**src/hw/ivm_cfg.svh**
```systemverilog
// Purpose: Constants for the interrupt vector and mask block
// Assumes: 8-bit register port, 3-bit register index
// Notes: Offsets are register indices on the plain register port
//
// Summary of operation
// - Vector is base byte, two zero bits, then six-bit source address.
// - Fixed source addresses; receiver highest, timer lowest, non-maskable unranked.
// - Mask bit high blocks its source at cpu_irq and vector, not in status or evt_irq; all-zero field blocks nothing.
// - Bidirectional pin as output is driven from mask bit 3.
`ifndef IVM_CFG_SVH
`define IVM_CFG_SVH

// Register indices
`define IVM_OFS_BASE 3'h0
`define IVM_OFS_CTRL 3'h1
`define IVM_OFS_CFG 3'h2
`define IVM_OFS_STAT 3'h3
`define IVM_OFS_EMSK 3'h4

// Reset values
`define IVM_RST_BASE 8'h00
`define IVM_RST_MASK 5'h00
`define IVM_RST_RIS 2'h0
`define IVM_RST_EMSK 6'h00

// Field positions in the control and config registers
`define IVM_CTRL_MASK_MSB 4
`define IVM_CTRL_RSV 5
`define IVM_CTRL_RIS_LSB 6
`define IVM_MASK_BIDIR 3
`define IVM_CFG_BIDIR_OUT 0

// Six-bit vector addresses per source
`define IVM_VA_NMI 6'h1C
`define IVM_VA_RX 6'h04
`define IVM_VA_TX 6'h08
`define IVM_VA_LTA 6'h0C
`define IVM_VA_BIDIR 6'h10
`define IVM_VA_TMR 6'h14

`endif

```
**src/hw/ivm_pkg.sv**
```systemverilog
// Purpose: Types for the interrupt vector and mask block
// Assumes: Constants come from ivm_cfg.svh
// Notes: Source index 0 rx, 1 tx, 2 lta, 3 bidir, 4 timer, 5 nmi
package ivm_pkg;

	// Register port request
	typedef struct packed
	{
		logic [2:0] addr;
		logic [7:0] wdata;
		logic wr;
		logic rd;
	} ivm_bus_req_t;

	// Interrupt request lines from the processor's sources
	typedef struct packed
	{
		logic nmi;
		logic timer;
		logic lta;
		logic tx;
		logic rx;
	} ivm_src_t;

	// Whole state of the top module
	typedef struct packed
	{
		logic [7:0] base;
		logic [4:0] mask;
		logic [1:0] ris;
		logic bidir_out;
		logic [5:0] stat;
		logic [5:0] emask;
		logic [5:0] req_prev;
		logic [7:0] rdata;
		logic [15:0] vector;
		logic cpu_irq;
		logic evt_irq;
		logic pin_o;
		logic pin_oe;
	} ivm_state_t;

endpackage

```
**src/hw/ivm_prio.sv**
```systemverilog
// Purpose: Fixed-priority pick among maskable sources
// Assumes: Index 0 is the highest priority
// Notes: Purely combinational; caller registers the result
`timescale 1ns/1ps
`default_nettype none
`include "ivm_cfg.svh"

module ivm_prio #(
	parameter int N = 5
) (
	// Pending and unmasked requests
	input wire logic [N-1:0] pend,
	// Selection
	output logic valid,
	output logic [5:0] addr
);

	logic [5:0] addr_tab [N];

	// Address table, index order equals priority order
	assign addr_tab[0] = `IVM_VA_RX;
	assign addr_tab[1] = `IVM_VA_TX;
	assign addr_tab[2] = `IVM_VA_LTA;
	assign addr_tab[3] = `IVM_VA_BIDIR;
	assign addr_tab[4] = `IVM_VA_TMR;

	// Walk from lowest priority up so the highest pending wins
	always_comb
	begin
		valid = 1'b0;
		addr = 6'h00;
		for (int i = N - 1; i >= 0; i--)
		begin
			if (pend[i])
			begin
				valid = 1'b1;
				addr = addr_tab[i];
			end
		end
	end

endmodule
`default_nettype wire

```
**src/hw/ivm_top.sv**
```systemverilog
// Purpose: Interrupt vector generation, source masking and bidirectional pin drive
// Assumes: Single clock, synchronous active-high reset, requests synchronous to clk
// Notes: Vector and request outputs lag the request inputs by one clock
//
// Implementation choices: the address-and-strobe port and the register offsets.
`timescale 1ns/1ps
`default_nettype none
`include "ivm_cfg.svh"

module ivm_top (
	// Clock and reset
	input wire logic clk,
	input wire logic sys_rst,
	// Register port
	input wire ivm_pkg::ivm_bus_req_t bus_req,
	output logic [7:0] rdata,
	// Interrupt sources
	input wire ivm_pkg::ivm_src_t src_req,
	// Bidirectional interrupt pin
	input wire logic bidir_pin_i,
	output logic bidir_pin_o,
	output logic bidir_pin_oe,
	// Toward the processor
	output logic cpu_irq,
	output logic [15:0] vector,
	output logic [1:0] rx_irq_sel,
	// Event interrupt
	output logic evt_irq
);
	import ivm_pkg::*;

	ivm_state_t st_ff;
	ivm_state_t nxt_st;
	logic [5:0] req_now;
	logic [4:0] pend;
	logic [5:0] rise;
	logic sel_valid;
	logic [5:0] sel_addr;
	logic rd_stat;

	// Pin is a request only while it is an input
	assign req_now = {src_req.nmi, src_req.timer, bidir_pin_i & ~st_ff.bidir_out,
		src_req.lta, src_req.tx, src_req.rx};
	assign pend = req_now[4:0] & ~st_ff.mask;
	assign rise = req_now & ~st_ff.req_prev;
	assign rd_stat = bus_req.rd && (bus_req.addr == `IVM_OFS_STAT);

	// Priority pick among pending unmasked sources
	ivm_prio #(
		.N(5)
	) u_prio (
		.pend(pend),
		.valid(sel_valid),
		.addr(sel_addr)
	);

	// Next-state logic
	always_comb
	begin
		nxt_st = st_ff;
		nxt_st.req_prev = req_now;
		// Register writes
		if (bus_req.wr)
		begin
			unique case (bus_req.addr)
				`IVM_OFS_BASE: nxt_st.base = bus_req.wdata;
				`IVM_OFS_CTRL:
				begin
					nxt_st.mask = bus_req.wdata[`IVM_CTRL_MASK_MSB:0];
					nxt_st.ris = bus_req.wdata[`IVM_CTRL_RIS_LSB+1:`IVM_CTRL_RIS_LSB];
				end
				`IVM_OFS_CFG: nxt_st.bidir_out = bus_req.wdata[`IVM_CFG_BIDIR_OUT];
				`IVM_OFS_EMSK: nxt_st.emask = bus_req.wdata[5:0];
				default: ;
			endcase
		end
		// Read data for the next cycle only; unmapped reads return zero
		nxt_st.rdata = 8'h00;
		if (bus_req.rd)
		begin
			unique case (bus_req.addr)
				`IVM_OFS_BASE: nxt_st.rdata = st_ff.base;
				// Reserved bit reads zero, software must not rely on it
				`IVM_OFS_CTRL: nxt_st.rdata = {st_ff.ris, 1'b0, st_ff.mask};
				`IVM_OFS_CFG: nxt_st.rdata = {7'h00, st_ff.bidir_out};
				`IVM_OFS_STAT: nxt_st.rdata = {2'h0, st_ff.stat};
				`IVM_OFS_EMSK: nxt_st.rdata = {2'h0, st_ff.emask};
				default: nxt_st.rdata = 8'h00;
			endcase
		end
		// Sticky events; a new edge beats the read-clear
		nxt_st.stat = (rd_stat ? 6'h00 : st_ff.stat) | rise;
		nxt_st.evt_irq = |(nxt_st.stat & nxt_st.emask);
		// Non-maskable source bypasses the mask and the ranking
		if (req_now[5])
		begin
			nxt_st.vector = {st_ff.base, 2'b00, `IVM_VA_NMI};
			nxt_st.cpu_irq = 1'b1;
		end
		else if (sel_valid)
		begin
			nxt_st.vector = {st_ff.base, 2'b00, sel_addr};
			nxt_st.cpu_irq = 1'b1;
		end
		else
		begin
			nxt_st.vector = {st_ff.base, 8'h00};
			nxt_st.cpu_irq = 1'b0;
		end
		// Output mode drives the pin from the mask bit
		nxt_st.pin_oe = st_ff.bidir_out;
		nxt_st.pin_o = st_ff.bidir_out & st_ff.mask[`IVM_MASK_BIDIR];
	end

	// State register
	always_ff @(posedge clk)
	begin
		if (sys_rst)
		begin
			st_ff <= '0;
			st_ff.base <= `IVM_RST_BASE;
			st_ff.mask <= `IVM_RST_MASK;
			st_ff.ris <= `IVM_RST_RIS;
			st_ff.emask <= `IVM_RST_EMSK;
		end
		else
		begin
			st_ff <= nxt_st;
		end
	end

	// Outputs straight from the state register
	assign rdata = st_ff.rdata;
	assign cpu_irq = st_ff.cpu_irq;
	assign vector = st_ff.vector;
	assign rx_irq_sel = st_ff.ris;
	assign evt_irq = st_ff.evt_irq;
	assign bidir_pin_o = st_ff.pin_o;
	assign bidir_pin_oe = st_ff.pin_oe;
endmodule
`default_nettype wire

```
**config.mk**
```make
export PLATFORM = sky130hd
export DESIGN_NAME = ivm_top
export DESIGN_NICKNAME = d
export VERILOG_FILES = /design/src/hw/ivm_pkg.sv /design/src/hw/ivm_prio.sv /design/src/hw/ivm_top.sv
export VERILOG_INCLUDE_DIRS = /design/src /design/src/hw
export SDC_FILE = /design/constraint.sdc
export NUM_CORES = 1
export LEC_CHECK = 0
export BUFFER_PORTS_ARGS = -buffer_cell sky130_fd_sc_hd__buf_2
export CAP_MARGIN = 10
export CORE_MARGIN = 3
export CORE_UTILIZATION = 30
export CTS_CLUSTER_DIAMETER = 60
export CTS_CLUSTER_SIZE = 40
export DETAILED_ROUTE_END_ITERATION = 12
export GPL_TIMING_DRIVEN = 0
export PLACE_DENSITY = 0.59
export SYNTH_ARGS = -nofsm -noshare
export SYNTH_HDL_FRONTEND = slang
export SYNTH_SLANG_ARGS = --single-unit
```
**constraint.sdc**
```tcl
create_clock -name clk -period 1.6 [get_ports clk]
set_clock_uncertainty 0.1 [all_clocks]
set_input_delay 0.16 -clock clk [delete_from_list [all_inputs] [get_ports clk]]
set_output_delay 0.16 -clock clk [all_outputs]
set_load 0.05 [all_outputs]
```
==> impl_metrics.csv <==
group,metric,value,unit
setup_path,cp_slowest_cell,"dfxtp_1",
global_routing,grt_pass1_wl,8.64,mm
clock_network,clock_latency,0.33,ns
flow_run,cap_violations,0,
global_routing,use_met2,18.7,%
final_layout,most-common-layout-cells,"dfxtp_1 (57), buf_2 (48), buf_4 (27)",
timing,setup_viol,0,
clock_network,clkTransAtPathRegs,0.07,ns
pwr,ir_worst_vdd,490,uV
timing,fin_setup_tns,0,ns
global_routing,grt_pass1_vias,1668,
drt,drtPass1Iterations,4,
timing,period_share,88.2,%
clock_network,post_cts_buffers,0,
place,dp_hpwl,3.91,mm
pwr,seq_power_share,47.7,%
pwr,power_density,1030,mW/mm^2
pwr,power,0.00312,W
logic_synthesis,avgSynthCellArea,9.24,um^2
place,port_buffers,44,
final_layout,final_common_cell,"dfxtp_1",
final_layout,n_antenna_cell,0,
timing,layout_min_cycle_time,1.41,ns
global_routing,grtUsageMet1,17.9,%
floorplanning,start_util,31.7,%
global_routing,grt_usage,13.0,%
clock_network,htreeDepth,3,
final_layout,drive_gt1_share,28.8,%
floorplanning,die_height,94.5,um
floorplanning,num_rows,31,
global_routing,use_met3,3.11,%
setup_path,cp_data_arrival_time,1.53,ns
pwr,leakagePower,1.31,nW
final_layout,regArea,0.00114,mm^2
final_layout,nFillCells,764,
clock_network,cts_tree,"built",
logic_synthesis,synth-seq-area-share,48.6,%
floorplanning,core-area,0.00741,mm^2
floorplanning,die-area,0.00892,mm^2
final_layout,multi_input_area,942,um^2
outcome,status,"finished, final reports clean",
drt,wl_per_cell,12.6,um
logic_synthesis,yosys_warnings,0,
floorplanning,fp.dieW,94.5,um
hold_path,hp-class,"in -> reg",
floorplanning,io-pin-count,51,
timing,max_freq,708,MHz
setup_path,rr_worst_depth,4,
clock_network,cts_buffers,9,
global_routing,overflow,0,
setup_path,start_kind,"flop",
drt,antenna_left,0,
logic_synthesis,synth-seq-cells,57,
timing,hold_slack,0.0179,ns
timing,hold_violations,0,
pwr,netSwitchingPower,0.000792,W
pwr,intPower,0.00233,W
clock_network,clockBufferDepth,2,
final_layout,syn2layout_area_growth,28.6,%
final_layout,final_nets,346,
setup_path,cp-end-kind,"flop",
drt,drc,0,
setup_path,cp.required,1.72,ns
setup_path,crit_path_max_fanout,5,
drt,routed_wl,5.42,mm
global_routing,grt_max_degree,11,
hold_path,min_path_cells,3,
drt,vias,1826,
logic_synthesis,synth.distinct_cells,31,
logic_synthesis,synth_cells,254,
global_routing,antenna_found_initial,0,
timing,max_slew_margin,58.4,%
timing,slew_violations,0,
pwr,combPwrFrac,11.1,%
drt,drtIter0Drc,47,
setup_path,slowest_delay,0.41,ns
final_layout,fin_util,40.8,%
pwr,clkPwrFrac,41.2,%
setup_path,crit_chain,"nand2b_1, a2bb2oi_1, o22ai_1, o31a_1",
setup_path,setup.worst_path.class,"reg -> reg",
drt,via_per_inst,4.26,
clock_network,cts_root_buf,"clkbuf_8",
clock_network,clock_sinks,57,
timing,grt_setup_unrepaired,"no",
pwr,swShare,25.4,%
place,gp_congestion,0.792,
global_routing,grt_busiest_layer,"met2",
timing,worstMarginPinSlew,0.624,ns
logic_synthesis,synthesis.area,0.00235,mm^2
-- power by group through the flow --
stage	combinational, W	sequential (W)	clock [W]
3_3_place_gp	0.000322	0.00152	0
3_5_place_dp	0.000324	0.00152	0
4_1_cts	0.000348	0.00149	0.00131
5_1_grt	0.000378	0.00149	0.00137
6_report	0.000346	0.00149	0.00129
2_1_floorplan	0.000228	0.00152	0
-- cells in the mapped netlist --
library cell	instances	area, um^2
a32oi_1	1	8.76
mux2i_1	20	200
a31oi_1	1	6.26
o22a_1	1	8.76
o21ai_0	7	35.0
o21a_1	1	7.51
nand4b_1	1	8.76
nor2_1	26	97.6
and2_1	2	12.5
a22oi_1	1	7.51
nand3_1	9	45.0
nand2b_1	10	62.6
o22ai_1	3	18.8
o31a_1	1	8.76
mux2_2	2	22.5
buf_2	4	20.0
buf_6	2	22.5
inv_1	2	7.51
o31ai_1	1	7.51
a21oi_1	18	90.1
nor4_1	2	12.5
and4bb_1	1	12.5
nand2_1	20	75.1
dfxtp_1	57	1140
nor3_2	1	10.0
nor3b_1	3	22.5
a2bb2oi_1	2	17.5
conb_1	1	3.75
buf_4	27	203
clkbuf_1	7	26.3
nor2b_1	20	125
-- per-layer routing --
metal / vias to the layer above / wire length (um)
met5: - / 0
met1: 802 / 2820
met2: 53 / 2230
li1: 963 / -
met4: 0 / 94
met3: 8 / 273
-- final cells by class --
class                           instances  share of cell area (%)
Clock buffer                           14                    6.05
Inverter                                2                   0.249
Sequential cell                        57                    37.8
Tap cell                               99                    4.10
Buffer                                 40                    8.99
Multi-Input combinational cell        159                    31.2
Clock inverter                          2                   0.332
Timing Repair Buffer                   56                    11.3
-- path summary, 6_finish.rpt --
path	start	endpoint	slack, ns
worst max-delay path	nxt_st[0]	evt_irq	0.19
worst max register to register	nxt_st[0]	evt_irq	0.19
worst min register to register	st_ff[61]	st_ff[61]	0.36
worst min-delay path	bidir_pin_i	st_ff[31]	0.02
-- stage by stage --
step	setup WS, ns	instances	area [um^2]
finish	0.188	429	3020
global route	0.0895	429	3020
CTS	0.183	429	3020
detailed placement	-0.114	401	2710
global placement	-0.0954	401	2710
floorplan	0.211	258	2360
-- worst max-delay path, delay by kind of cell (launching register included) --
kind | cells | cell delay [ns]
compound gates | 3 | 0.60
flops | 1 | 0.41
simple gates | 1 | 0.18
-- what timing repair did --
action | 4_1_cts | 5_1_grt
hold buffers | 12 | 0
gates resized for setup | 0 | 0
hold endpoints to repair | 15 | 0
-- logic make-up (layout without fill, tap and decap cells) --
group	Yosys count	after routing	share of synthesized area (%)
flip-flops	57	57	48.6
other	1	5	0.160
AND/OR/NAND/NOR	95	95	20.6
buffers and inverters	42	114	11.9
multiplexers	22	22	9.49
AO/OA/AOI/OAI	37	37	9.22
-- registers in the layout, indices dropped and copies added, names as in the netlist --
| register | flops |
|---|---|
| nxt_st | 1 |
| rx_irq_sel | 2 |
| rdata | 8 |
| bidir_pin_o | 1 |
| cpu_irq | 1 |
| st_ff | 31 |
| vector | 11 |
| bidir_pin_oe | 1 |
| evt_irq | 1 |
Note: power is estimated with default switching activity, not from simulation.
